$ cat src/dmx_pkg.sv
// Shared constants for the DMA request map and extended page block.
// Assumes byte-wide register access at the controller's register offsets.
`default_nettype none
package dmx_pkg;
   localparam int unsigned DMX_CHANNELS = 8;
   localparam int unsigned DMX_PAGE_CHANNELS = 5;
   localparam int unsigned DMX_LOW_ADDR_W = 24;
   localparam int unsigned DMX_ADDR_W = 28;
   localparam int unsigned DMX_SYNC_STAGES = 2;
   // Register offsets.
   localparam logic [11:0] DMX_EXT_MAP_LO_OFS = 12'hd82;
   localparam logic [11:0] DMX_EXT_MAP_HI_OFS = 12'hd83;
   localparam logic [11:0] DMX_SER_MAP_LO_OFS = 12'hd84;
   localparam logic [11:0] DMX_SER_MAP_HI_OFS = 12'hd85;
   localparam logic [11:0] DMX_PAGE0_OFS = 12'hd86;
   localparam logic [11:0] DMX_PAGE1_OFS = 12'hd87;
   localparam logic [11:0] DMX_PAGE2_OFS = 12'hd88;
   localparam logic [11:0] DMX_PAGE3_OFS = 12'hd89;
   localparam logic [11:0] DMX_PAGE5_OFS = 12'hd8a;
   // Reset values.
   localparam logic [15:0] DMX_EXT_MAP_RESET = 16'hffff;
   localparam logic [15:0] DMX_SER_MAP_RESET = 16'hffff;
   localparam logic [3:0] DMX_PAGE_RESET = 4'h0;
   // Field positions inside the two map registers.
   localparam int unsigned DMX_PAIR0_LSB = 0;
   localparam int unsigned DMX_PAIR1_LSB = 4;
   localparam int unsigned DMX_RX1_LSB = 0;
   localparam int unsigned DMX_RX2_LSB = 4;
   localparam int unsigned DMX_TX1_LSB = 8;
   localparam int unsigned DMX_TX2_LSB = 12;
   localparam int unsigned DMX_SEL_W = 4;
   // Selector code classes.
   localparam logic [3:0] DMX_SEL_LAST_LOW = 4'h3;
   localparam logic [3:0] DMX_SEL_CASCADE = 4'h4;
   localparam logic [3:0] DMX_SEL_PAIR0_LAST = 4'h6;
   localparam logic [3:0] DMX_SEL_PAIR1_LAST = 4'h7;
   // Page register fields.
   localparam int unsigned DMX_PAGE_W = 4;
endpackage
`default_nettype wire

$ cat src/dmx_map_page.sv
// Request routing and extended page address part of the bus DMA controller.
// Assumes the transfer engine supplies channel acknowledges, low address
// bits and 16-Mbyte crossing pulses on the same clock as this block.
`default_nettype none
module dmx_map_page (
   input wire logic clk,
   input wire logic rst,
   input wire logic [11:0] reg_addr,
   input wire logic reg_wr,
   input wire logic reg_rd,
   input wire logic [7:0] reg_wdata,
   output logic [7:0] reg_rdata,
   input wire logic extended_mode_enable,
   input wire logic ext_req_in_0,
   input wire logic ext_req_in_1,
   output logic ext_ack_out_0,
   output logic ext_ack_out_1,
   input wire logic serial_tx1_request,
   input wire logic serial_tx2_request,
   input wire logic serial_rx1_request,
   input wire logic serial_rx2_request,
   output logic serial_tx1_ack,
   output logic serial_tx2_ack,
   output logic serial_rx1_ack,
   output logic serial_rx2_ack,
   output logic [dmx_pkg::DMX_CHANNELS-1:0] chan_req,
   input wire logic [dmx_pkg::DMX_CHANNELS-1:0] chan_ack,
   input wire logic ch3_page_up,
   input wire logic ch3_page_down,
   input wire logic ch5_page_up,
   input wire logic ch5_page_down,
   input wire logic [dmx_pkg::DMX_PAGE_CHANNELS-1:0]
      [dmx_pkg::DMX_LOW_ADDR_W-1:0] low_addr,
   output logic [dmx_pkg::DMX_PAGE_CHANNELS-1:0]
      [dmx_pkg::DMX_ADDR_W-1:0] mem_addr,
   output logic [3:0] ch0_addr_top_bits,
   output logic [3:0] ch1_addr_top_bits,
   output logic [3:0] ch2_addr_top_bits,
   output logic [3:0] ch3_addr_top_bits,
   output logic [3:0] ch5_addr_top_bits
);
   import dmx_pkg::*;

   logic [15:0] ext_map_q;
   logic [15:0] ser_map_q;
   logic [7:0] rdata_q;
   logic [7:0] rdata_d;
   logic [DMX_SYNC_STAGES-1:0] req0_sync_q;
   logic [DMX_SYNC_STAGES-1:0] req1_sync_q;
   logic [DMX_PAGE_CHANNELS-1:0][DMX_ADDR_W-1:0] mem_addr_q;
   logic [DMX_PAGE_CHANNELS-1:0][DMX_PAGE_W-1:0] page_q;
   logic [DMX_PAGE_CHANNELS-1:0] page_wr;
   logic [DMX_PAGE_CHANNELS-1:0] page_up;
   logic [DMX_PAGE_CHANNELS-1:0] page_down;
   logic [5:0][3:0] src_sel;
   logic [5:0] src_ok;
   logic [5:0] src_req;
   logic [5:0] src_ack;
   logic [2:0] src_chan [6];
   logic sel_ext_lo;
   logic sel_ext_hi;
   logic sel_ser_lo;
   logic sel_ser_hi;

   // Selector fields: 0 and 1 external pairs, then rx1, rx2, tx1, tx2.
   assign src_sel[0] = ext_map_q[DMX_PAIR0_LSB +: DMX_SEL_W];
   assign src_sel[1] = ext_map_q[DMX_PAIR1_LSB +: DMX_SEL_W];
   assign src_sel[2] = ser_map_q[DMX_RX1_LSB +: DMX_SEL_W];
   assign src_sel[3] = ser_map_q[DMX_RX2_LSB +: DMX_SEL_W];
   assign src_sel[4] = ser_map_q[DMX_TX1_LSB +: DMX_SEL_W];
   assign src_sel[5] = ser_map_q[DMX_TX2_LSB +: DMX_SEL_W];

   // Code validity per source; anything else is left unconnected.
   assign src_ok[0] = (src_sel[0] <= DMX_SEL_PAIR0_LAST) &&
                      (src_sel[0] != DMX_SEL_CASCADE);
   assign src_ok[1] = (src_sel[1] <= DMX_SEL_PAIR1_LAST) &&
                      (src_sel[1] != DMX_SEL_CASCADE);
   assign src_ok[2] = src_sel[2] <= DMX_SEL_LAST_LOW;
   assign src_ok[3] = src_sel[3] <= DMX_SEL_LAST_LOW;
   assign src_ok[4] = src_sel[4] <= DMX_SEL_LAST_LOW;
   assign src_ok[5] = src_sel[5] <= DMX_SEL_LAST_LOW;

   // Request sources; external pins only after synchronisation.
   assign src_req = {serial_tx2_request, serial_tx1_request,
                     serial_rx2_request, serial_rx1_request,
                     req1_sync_q[DMX_SYNC_STAGES-1],
                     req0_sync_q[DMX_SYNC_STAGES-1]};

   // Each source takes its selected channel's acknowledge when routed.
   genvar s;
   generate
      for (s = 0; s < 6; s++) begin : g_src
         assign src_chan[s] = src_sel[s][2:0];
         assign src_ack[s] = src_ok[s] && chan_ack[src_chan[s]];
      end
   endgenerate

   // Each channel's request is the OR of all sources routed to it.
   genvar c;
   generate
      for (c = 0; c < DMX_CHANNELS; c++) begin : g_chan
         logic [5:0] hit;
         for (s = 0; s < 6; s++) begin : g_hit
            assign hit[s] = src_ok[s] && (src_chan[s] == 3'(c)) &&
                            src_req[s];
         end
         assign chan_req[c] = |hit;
      end
   endgenerate

   assign ext_ack_out_0 = src_ack[0];
   assign ext_ack_out_1 = src_ack[1];
   assign serial_rx1_ack = src_ack[2];
   assign serial_rx2_ack = src_ack[3];
   assign serial_tx1_ack = src_ack[4];
   assign serial_tx2_ack = src_ack[5];

   // Two-stage synchronisers for the external request pins.
   always_ff @(posedge clk or posedge rst) begin
      if (rst) begin
         req0_sync_q <= '0;
         req1_sync_q <= '0;
      end else begin
         req0_sync_q <= {req0_sync_q[0], ext_req_in_0};
         req1_sync_q <= {req1_sync_q[0], ext_req_in_1};
      end
   end

   // Register decode.
   assign sel_ext_lo = reg_addr == DMX_EXT_MAP_LO_OFS;
   assign sel_ext_hi = reg_addr == DMX_EXT_MAP_HI_OFS;
   assign sel_ser_lo = reg_addr == DMX_SER_MAP_LO_OFS;
   assign sel_ser_hi = reg_addr == DMX_SER_MAP_HI_OFS;
   assign page_wr[0] = reg_wr && (reg_addr == DMX_PAGE0_OFS);
   assign page_wr[1] = reg_wr && (reg_addr == DMX_PAGE1_OFS);
   assign page_wr[2] = reg_wr && (reg_addr == DMX_PAGE2_OFS);
   assign page_wr[3] = reg_wr && (reg_addr == DMX_PAGE3_OFS);
   assign page_wr[4] = reg_wr && (reg_addr == DMX_PAGE5_OFS);

   // Map registers, byte writable.
   always_ff @(posedge clk or posedge rst) begin
      if (rst) begin
         ext_map_q <= DMX_EXT_MAP_RESET;
         ser_map_q <= DMX_SER_MAP_RESET;
      end else begin
         if (reg_wr && sel_ext_lo) ext_map_q[7:0] <= reg_wdata;
         if (reg_wr && sel_ext_hi) ext_map_q[15:8] <= reg_wdata;
         if (reg_wr && sel_ser_lo) ser_map_q[7:0] <= reg_wdata;
         if (reg_wr && sel_ser_hi) ser_map_q[15:8] <= reg_wdata;
      end
   end

   // Read mux; reserved page bits and unmapped offsets read as zero.
   always_comb begin
      rdata_d = 8'h00;
      case (reg_addr)
         DMX_EXT_MAP_LO_OFS: rdata_d = ext_map_q[7:0];
         DMX_EXT_MAP_HI_OFS: rdata_d = ext_map_q[15:8];
         DMX_SER_MAP_LO_OFS: rdata_d = ser_map_q[7:0];
         DMX_SER_MAP_HI_OFS: rdata_d = ser_map_q[15:8];
         DMX_PAGE0_OFS: rdata_d = {4'h0, page_q[0]};
         DMX_PAGE1_OFS: rdata_d = {4'h0, page_q[1]};
         DMX_PAGE2_OFS: rdata_d = {4'h0, page_q[2]};
         DMX_PAGE3_OFS: rdata_d = {4'h0, page_q[3]};
         DMX_PAGE5_OFS: rdata_d = {4'h0, page_q[4]};
         default: rdata_d = 8'h00;
      endcase
   end

   // Read data register, loaded on a read strobe.
   always_ff @(posedge clk or posedge rst) begin
      if (rst) begin
         rdata_q <= 8'h00;
      end else if (reg_rd) begin
         rdata_q <= rdata_d;
      end
   end
   assign reg_rdata = rdata_q;

   // Only channels 3 and 5 receive crossing pulses.
   assign page_up = {ch5_page_up, ch3_page_up, 3'b000};
   assign page_down = {ch5_page_down, ch3_page_down, 3'b000};

   // Extended page registers, one per paged channel.
   genvar p;
   generate
      for (p = 0; p < DMX_PAGE_CHANNELS; p++) begin : g_page
         dmx_xpage #(
            .STEP_CAPABLE(p >= 3)
         ) u_page (
            .clk(clk),
            .rst(rst),
            .wr_en(page_wr[p]),
            .wr_data(reg_wdata[DMX_PAGE_W-1:0]),
            .enhanced(extended_mode_enable),
            .step_up(page_up[p]),
            .step_down(page_down[p]),
            .page_q(page_q[p])
         );
         // Full 28-bit address per channel, registered.
         always_ff @(posedge clk or posedge rst) begin
            if (rst) begin
               mem_addr_q[p] <= '0;
            end else begin
               mem_addr_q[p] <= {page_q[p], low_addr[p]};
            end
         end
      end
   endgenerate

   assign mem_addr = mem_addr_q;
   assign ch0_addr_top_bits = page_q[0];
   assign ch1_addr_top_bits = page_q[1];
   assign ch2_addr_top_bits = page_q[2];
   assign ch3_addr_top_bits = page_q[3];
   assign ch5_addr_top_bits = page_q[4];
endmodule
`default_nettype wire

$ cat src/dmx_xpage.sv
// One extended page register holding address bits 27 to 24 of a channel.
// Assumes step pulses come from the transfer engine on the same clock.
`default_nettype none
module dmx_xpage #(
   parameter bit STEP_CAPABLE = 1'b0
) (
   input wire logic clk,
   input wire logic rst,
   input wire logic wr_en,
   input wire logic [dmx_pkg::DMX_PAGE_W-1:0] wr_data,
   input wire logic enhanced,
   input wire logic step_up,
   input wire logic step_down,
   output logic [dmx_pkg::DMX_PAGE_W-1:0] page_q
);
   import dmx_pkg::*;

   logic [DMX_PAGE_W-1:0] page_d;
   logic step_ok;
   logic up_go;
   logic down_go;

   // Stepping only happens on capable channels in enhanced mode.
   assign step_ok = STEP_CAPABLE && enhanced;
   assign up_go = step_ok && step_up && !step_down;
   assign down_go = step_ok && step_down && !step_up;
   // A hardware step wins over a software write in the same cycle.
   assign page_d = up_go ? page_q + 4'h1 :
                   down_go ? page_q - 4'h1 :
                   wr_en ? wr_data : page_q;

   // Page register with reset to zero.
   always_ff @(posedge clk or posedge rst) begin
      if (rst) begin
         page_q <= DMX_PAGE_RESET;
      end else begin
         page_q <= page_d;
      end
   end
endmodule
`default_nettype wire

$ cat config.mk
export PLATFORM = sky130hd
export DESIGN_NAME = dmx_map_page
export DESIGN_NICKNAME = d
export VERILOG_FILES = /design/src/dmx_pkg.sv /design/src/dmx_map_page.sv /design/src/dmx_xpage.sv
export SDC_FILE = /design/constraint.sdc
export NUM_CORES = 1
export LEC_CHECK = 0
export CAP_MARGIN = 20
export CORE_MARGIN = 2
export CORE_UTILIZATION = 35
export CTS_BUF_LIST = sky130_fd_sc_hd__clkbuf_4
export DETAILED_ROUTE_END_ITERATION = 12
export DONT_BUFFER_PORTS = 1
export SYNTH_ARGS = -nofsm -noshare
export SYNTH_HDL_FRONTEND = slang
export SYNTH_SLANG_ARGS = --single-unit
$ cat constraint.sdc
create_clock -name clk -period 8 [get_ports clk]
set_input_delay 1.2 -clock clk [delete_from_list [all_inputs] [get_ports clk]]
set_output_delay 1.2 -clock clk [all_outputs]
set_load 0.03 [all_outputs]
# ---- Word level (Yosys, flattened, before mapping)
# Cells that the tools add are included.
# W data, S select, Z words.
dict set report classes {
  add_sub_neg 4
  n_mul 0
  n_div 0
  magnitude_cmp 12
  eq_ne 53
  n_shift 0
  mux 19
  bitwise 0
  reduce_logical 141
}
# cell count
set ops {}
lappend ops {{$logic_and A1 B1 Y1} 121}
lappend ops {{$eq A12 B12 Y1 const B} 9}
lappend ops {{$eq A3 B3 Y1 const B} 24}
lappend ops {{$pmux W8 S9} 1}
lappend ops {{$reduce_or A6 Y1} 8}
lappend ops {{$eq A3 B2 Y1 const B} 12}
lappend ops {{$lt A3 B4 Y1 const B} 6}
lappend ops {{$mux W4} 6}
lappend ops {{$bmux W1 S3} 6}
lappend ops {{$eq A3 B1 Y1 const B} 6}
lappend ops {{$logic_not A3 Y1} 6}
lappend ops {{$le A4 B2 Y1 const B} 4}
lappend ops {{$add A4 B1 Y4 const B} 2}
lappend ops {{$le A4 B3 Y1 const B} 2}
lappend ops {{$ne A4 B3 Y1 const B} 2}
lappend ops {{$sub A4 B1 Y4 const B} 2}
lappend ops {{$mux W1} 6}
lappend ops {{$reduce_bool A3 Y1} 2}
lappend ops {{$logic_not A1 Y1} 4}
dict set report totals {
  reg_bits 204
  latchBits 0
  mem_bits_rw 0
  rom_bits 0
  input_bits 163
  out_inout_bits 182
  mem_count 0
}

# ---- Logic depth before layout (Yosys ltp)
# Gate-level depths: netlist of run 1.
dict set report depth {
  ltp_word 5
  depth_mapped 7
  mapped_depth_nobuf 6
}

# ---- Hierarchy
# A second synthesis of run 1 with hierarchy kept.
dict set report unflattened {
  cells_unflattened 531
  area_unflattened_um2 7687.4
}
# module instances cells_per_inst area_each_um2
set by_module_without_submodules {}
lappend by_module_without_submodules {dmx_map_page 1 406 6404.9}
lappend by_module_without_submodules {{dmx_xpage at g_page[3].u_page ...} 2 49 417.9}
lappend by_module_without_submodules {{dmx_xpage at g_page[0].u_page ...} 3 9 148.9}

# ---- Worst setup path before layout of run 1
# Ideal clock, no wire load.
dict set report synth_path {
  path_type {in2out}
  startpoint {input port chan_ack[6] (netlist name)}
  endpoint {output port ext_ack_out_0}
  arrival_ns 2.376
  required_ns 6.800
  setup_slack_ns 4.424
  path_stages 3
  n_path_buf 0
  cell_sequence {inv_1 or2_2 a311oi_1}
}
dict set report synth_between {
  elab_chain_len 3
}
# element line_no
set synth_lines {}
lappend synth_lines {{start, declared} dmx_map_page.sv:27} ;# input wire logic [dmx_pkg::DMX_CHANNELS-1:0] chan_ack,
lappend synth_lines {{$bmux W1 S3} dmx_map_page.sv:94} ;# assign src_ack[s] = src_ok[s] && chan_ack[src_chan[s]];
lappend synth_lines {{$mux W1 (not written as such)} dmx_map_page.sv:94}
lappend synth_lines {{$logic_and A1 B1 Y1} dmx_map_page.sv:94}
lappend synth_lines {{end, declared} dmx_map_page.sv:16} ;# output logic ext_ack_out_0,
# Every way passes these cells. The select of a mux whose other input is x is not followed.

# ---- Final worst setup path of run 1
dict set report layout_path {
  startpoint {register ext_map_q[5]}
  endpoint {output port ext_ack_out_1}
}
dict set report layout_between {
  elab_chain_len 3
  word_cells_on_any_way 6
}
# element line_no
set layout_lines {}
lappend layout_lines {{start, declared} dmx_map_page.sv:44} ;# logic [15:0] ext_map_q;
lappend layout_lines {{start signal, assigned} dmx_map_page.sv:146} ;# if (reg_wr && sel_ext_lo) ext_map_q[7:0] <= reg_wdata;
lappend layout_lines {{$le A4 B3 Y1 (tied with other cells)} dmx_map_page.sv:76} ;# assign src_ok[1] = (src_sel[1] <= DMX_SEL_PAIR1_LAST) &&
lappend layout_lines {{$logic_and A1 B1 Y1 / $mux W1 (equally long branches)} {dmx_map_page.sv:76, dmx_map_page.sv:94}}
lappend layout_lines {{$logic_and A1 B1 Y1 *} dmx_map_page.sv:94}
lappend layout_lines {{end, declared} dmx_map_page.sv:17} ;# output logic ext_ack_out_1,
# Every way passes the cells marked *; elsewhere a longest branch is shown, timed or not. The select of a mux whose other input is x is not followed.

==> flow_metrics.tcl, run 1 <==
set metrics [dict create \
    status "complete, no violations" \
    grt_usage 0.1646 \
    cts_hold_buf 0 \
    netlist_area_um2 7616 \
    worst_r2r_endpoint "g_page[4].u_page.page_q[1]$_DFFE_PP0P_" \
    synth_fp_nets 687 \
    maxCapViolCount 0 \
    clk_latency_ns 0.64 \
    tritoncts "built" \
    grt_pass1_wl_um 28590 \
    synth_cells 520 \
    cts-buffers-inserted 50 \
    die_w_um 151.5 \
    final.setup.tns_ns 0 \
    antenna_found_initial 3 \
    syn_to_final_growth_pct 12.68 \
    fin_crit_sh 0.4486 \
    holdPathEnd "req1_sync_q[1]$_DFF_PP0_" \
    cp-end-kind "output port" \
    mostFrequentLayoutCell "dfrtp_1" \
    crit_path_start "ext_map_q[5]$_DFFE_PP1P_" \
    yosys_warnings 0 \
    powerDensity_nw_per_um2 266.7 \
    port-buffer-count 0 \
    reg2reg_from "g_page[4].u_page.page_q[0]$_DFFE_PP0P_" \
    wire_per_inst_um 22.59 \
    cts_resized 0 \
    synth-main-ff-cell "dfrtp_1" \
    drcViolationCount 0 \
    hpwlAfterDp_um 14040 \
    drt_iter0_drc 307 \
    worstSetupPathType "flip-flop to output port" \
    fp.dieArea_um2 22960 \
    hold_viol_final 0 \
    synth_edf_count 0 \
    required_ns 6.80 \
    worst_pin_slew_ns 0.9865 \
    fmax_ghz 0.2786 \
    cts-root-buf "clkbuf_4" \
    seqCellArea_um2 5145 \
    fin_crit_ns 3.589 \
    syn_area_per_cell_um2 14.65 \
    reg2regPathDepth 6 \
    critPathLaunchType "flip-flop" \
    ios 345 \
    drive_gt1_frac 0.2997 \
    top_layer "met5" \
    num_rows 53 \
    final_nets 719 \
    viasPerCell 5.408 \
    hold_path.class "flip-flop to flip-flop" \
    fin_skew_ns 0.03884 \
    clk_path_buf_depth 3 \
    slew_viol_final 0 \
    dieHeight_um 151.5 \
    wl_met1_um 7014 \
    multi_input_area_um2 2305 \
    setup_viol 0 \
    arrival_ns 2.39 \
    grt_pass1_vias 4957 \
    postSynth.asyncResetShare 1.000 \
    cp_max_fo 9 \
    initial_core_util 0.3589 \
    vias 4705 \
    peakVddDrop_mv 0.1682 \
    rsz0062_at_grt "no" \
    wl_met2_um 9781 \
    cts_max_level 2 \
    drt_wl_total_um 19660 \
    hold_depth 0 \
    path_clk_slew_ns 0.07 \
    grt_max_degree 136 \
    cts_sinks 204 \
    timing.slew.headroom 0.3384 \
    ys_types 68 \
    ys_seq_area_frac 0.6755 \
    grt_overflow 0 \
    r2r_slack_ns 5.87 \
    synth_seq_cells 204 \
    final_cell_mix "dfrtp_1, clkbuf_4, mux2_2, dfstp_2" \
    leakagePower_uw 0.003688 \
    fill_cells 2020 \
    ant_nets 0 \
    drt-pass1-iter-count 7 \
    min_from "req1_sync_q[0]$_DFF_PP0_" \
    routabilityCongestion 0.9492 \
    totalPowerFinal_uw 2289 \
    coreArea_um2 21220 \
    cts_setup_buffers 0 \
    wl_met3_um 2234 \
]
stage by stage:
stage / instance area, µm² / util / hold slack (ns) / instances / worst slack [ns]
after detailed placement: 7888 / 0.3717 / 0.3412 / 775 / 4.500
after global placement: 7888 / 0.3717 / 0.3367 / 775 / 4.509
after global routing: 8582 / 0.4044 / 0.3561 / 870 / 4.276
after floorplan: 7616 / - / 0.3312 / 520 / 1.286
final: 8582 / 0.4044 / 0.3509 / 870 / 4.411
after CTS: 8579 / 0.4043 / 0.3547 / 869 / 4.338
layout make-up:
cell class,instances,area share
tap,275,0.04009
sequential,204,0.5995
antenna,1,0.0002916
clock buffer,66,0.05773
clock inverter,28,0.02289
inverter,19,0.009185
timing repair buffer,2,0.001750
multi-input combinational,275,0.2686
report_power, final:
part	switching (µW)	leakage [µW]	total, µW	internal [µW]
clock	408	0.000400	898	489
sequential	175	0.00241	1260	1090
combinational	71.4	0.000880	127	55.6
total	655	0.00369	2290	1630
worst max-delay path by stage:
stage,slack (ns),endpoint
after detailed placement,4.50,chan_req[3]
after floorplan,1.29,g_page[0].u_page.page_q[0]$_DFFE_PP0P_
after CTS,4.34,ext_ack_out_1
after global routing,4.28,ext_ack_out_1
after global placement,4.51,chan_req[3]
final,4.41,ext_ack_out_1
metal layers:
layer / vias to the layer above / GRT usage
met5: - / 0
met4: 4 / 0.07454
met3: 49 / 0.06287
met2: 315 / 0.2719
met1: 2327 / 0.1903
li1: 2010 / -
sequential cells by signal (all words and copies together) (netlist names):
signal	count
req1_sync_q	2
g_page.u_page.page_q	20
mem_addr	140
req0_sync_q	2
ext_map_q	16
reg_rdata	8
ser_map_q	16
worst max-delay path, cell delays in order, from the launching register on:
cell and delay [ns]:
dfstp_2 0.64, nand2b_1 0.14, nor2_1 0.10, a21oi_1 0.04, a211oi_1 0.84
logic make-up (layout without fill, tap and decap cells):
family | Yosys count | in the layout | share of synthesized area
buf+inv | 41 | 115 | 0.02185
other cells | 1 | 2 | 0.0004924
compound gates | 81 | 81 | 0.07935
xor+xnor | 4 | 4 | 0.004601
mux | 58 | 58 | 0.1019
fa+ha+maj | 4 | 4 | 0.006572
simple gates | 127 | 127 | 0.1097
flops | 204 | 204 | 0.6755
cell usage after synthesis (all sizes together), types with 5 or more instances:
| master | n | area (µm²) |
|---|---|---|
| a2bb2oi | 5 | 43.79 |
| dfrtp | 172 | 4304 |
| nand3 | 9 | 50.05 |
| clkbuf | 17 | 63.81 |
| o22ai | 14 | 87.58 |
| a22o | 5 | 43.79 |
| dfstp | 32 | 840.8 |
| nand3b | 10 | 75.07 |
| nand2b | 10 | 62.56 |
| o21ai | 8 | 40.04 |
| a21oi | 9 | 45.04 |
| mux2 | 48 | 600.6 |
| nor3 | 6 | 30.03 |
| nor2 | 16 | 60.06 |
| nor2b | 5 | 31.28 |
| and3b | 7 | 61.31 |
| a22oi | 7 | 52.55 |
| inv | 19 | 71.32 |
| nand2 | 18 | 67.56 |
| mux4 | 6 | 135.1 |
| buf | 5 | 31.27 |
| nand4 | 9 | 56.30 |
Note: power is estimated with default switching activity, not from simulation.
==> run 2: changes to the inputs <==
Clock period 8 ns to 3.4 ns, I/O delays scaled along.
==> run 2 against run 1 <==
Net effect:
- sequential cell count unchanged
- sequential share of layout area shrank 8.7 points
- combinational power grew to 3.4 times the previous value
- cell area is 17% higher
- largest cell class unchanged
- cell count rose by 16%
- routed wire length up 12%
- hold slack got worse by 0.28 ns
- die area unchanged
- via count rose by 12%
- highest routed layer is now met4
- sequential power rose by 140%
- clock power rose to 2.6 times the previous value
- register-to-register slack worse by 4.5 ns
==> flow_metrics.tcl, run 2 (synthesized netlist as in run 1, its figures left out) <==
set metrics [dict create \
    status "complete, no violations" \
    cts_sinks 204 \
    final_cell_area_um2 10030 \
    final_cell_mix "dfrtp_1, dlygate4sd3_1, clkbuf_4" \
    hpwlAfterDp_um 15330 \
    grt_usage 0.1874 \
    dieHeight_um 151.5 \
    slew_viol_final 0 \
    crit_buf_inv 0 \
    port-buffer-count 0 \
    leakagePower_uw 0.004301 \
    initial_core_util 0.3589 \
    die_w_um 151.5 \
    hold_path.class "input pin to flip-flop" \
    powerDensity_nw_per_um2 574.9 \
    setup_ws_ns 0.5403 \
    fmax_ghz 0.3497 \
    ant_nets 0 \
    drt_wl_total_um 22060 \
    crit_family "simple AND/OR/NAND/NOR gates" \
    arrival_ns 2.35 \
    fin_skew_ns 0.02295 \
    path_clk_slew_ns 0.07 \
    antenna_cells 0 \
    syn_to_final_growth_pct 31.76 \
    finish.utilization 0.4729 \
    required_ns 2.89 \
    ios 345 \
    cts_max_level 2 \
    drt-pass1-iter-count 5 \
    path_cells "or3b_2 > or3_1 > o311ai_0 > or4_1" \
    fin_crit_ns 2.860 \
    fin_crit_sh 0.8411 \
    grt_pass1_vias 5628 \
    final_nets 860 \
    cp_slowest_cell "or3b_2" \
    wire_per_inst_um 21.84 \
    antenna_found_initial 0 \
    dp_slack_ns 0.9091 \
    critPathLaunchType "flip-flop" \
    num_rows 53 \
    final.setup.tns_ns 0 \
    hold_viol_final 0 \
    cts-root-buf "clkbuf_4" \
    fp.dieArea_um2 22960 \
    largest_reg_flops 140 \
    coreArea_um2 21220 \
    grt_pass1_wl_um 32750 \
    tritoncts "built" \
    clk_path_buf_depth 3 \
    dpl-instance-area_um2 7933 \
    maxCapViolCount 0 \
    viasPerCell 5.225 \
    grt_max_degree 120 \
    cp_max_fo 6 \
    grt_overflow 0 \
    drive_gt1_frac 0.2517 \
    drt_iter0_drc 225 \
    worst_pin_slew_ns 0.7695 \
    max_stage_delay_ns 0.52 \
    cts-buffers-inserted 54 \
    rsz0062_at_grt "no" \
    worstSetupPathType "flip-flop to output port" \
    routabilityCongestion 0.8604 \
    mostFrequentLayoutCell "dfrtp_1" \
    drcViolationCount 0 \
    vias 5277 \
    cts_setup_buffers 0 \
    clk_latency_ns 0.64 \
    peakVddDrop_mv 0.3560 \
    timing.slew.headroom 0.4738 \
    cp-end-kind "output port" \
    setup_viol 0 \
]
## run 2: changes by cell type in the layout (fill, tap and decap cells not counted), moves of 2 or more
cell           delta
dlygate4sd3_1   +133
clkbuf_4          +4
clkinv_2          -4
buf_4             +3
bufinv_16         +2
clkinv_1          +2
## run 2: final timing paths
check / startpoint / end / slack [ns] / cells past startpoint
setup / recovery: ext_map_q[6]$_DFFE_PP1P_ / chan_req[0] / 0.54 / 4
hold / removal: reg_rd / reg_rdata[0]$_DFFE_PP0P_ / 0.07 / 2
setup reg to reg: g_page[4].u_page.page_q[1]$_DFFE_PP0P_ / g_page[4].u_page.page_q[1]$_DFFE_PP0P_ / 1.35 / 6
hold reg to reg: req0_sync_q[0]$_DFF_PP0_ / req0_sync_q[1]$_DFF_PP0_ / 0.36 / 0
max in group asynchronous: rst / mem_addr[19]$_DFF_PP0_ / 1.97 / 3
min in group asynchronous: rst / mem_addr[61]$_DFF_PP0_ / 0.42 / 2
## run 2: metal layers
layer / share of wire / wire length, µm / GRT usage
met4: 0.021 / 471 / 0.06389
met5: 0 / 0 / 0
met3: 0.096 / 2117 / 0.06527
met2: 0.52 / 11440 / 0.3285
met1: 0.36 / 8029 / 0.2134
## run 2: final cells by class
type	instances	area [µm²]
fill	1872	11190
clock inverter	28	245.2
tap	275	344.1
sequential	204	5145
multi-input combinational	275	2311
inverter	19	75.07
clock buffer	70	525.5
timing repair buffer	139	1389
## run 2: where the power goes
part	internal [µW]	switching, µW	total [µW]
Combinational	235	202	437
Sequential	2560	415	2980
Clock	1350	1000	2350
## run 2: what timing repair did
item,4_1_cts,5_1_grt
hold buffers,133,0
setup endpoints to repair,0,0
resized for setup,0,0
hold endpoints to repair,200,0
## run 2: stage by stage
step / instances / hold WS (ns) / power [µW]
after detailed placement: 779 / 0.3440 / 3326
after global routing: 1010 / 0.06198 / 6061
final: 1010 / 0.07454 / 5769
after CTS: 1010 / 0.01789 / 5838
after floorplan: 520 / 0.3312 / 3229
after global placement: 779 / 0.3413 / 3307
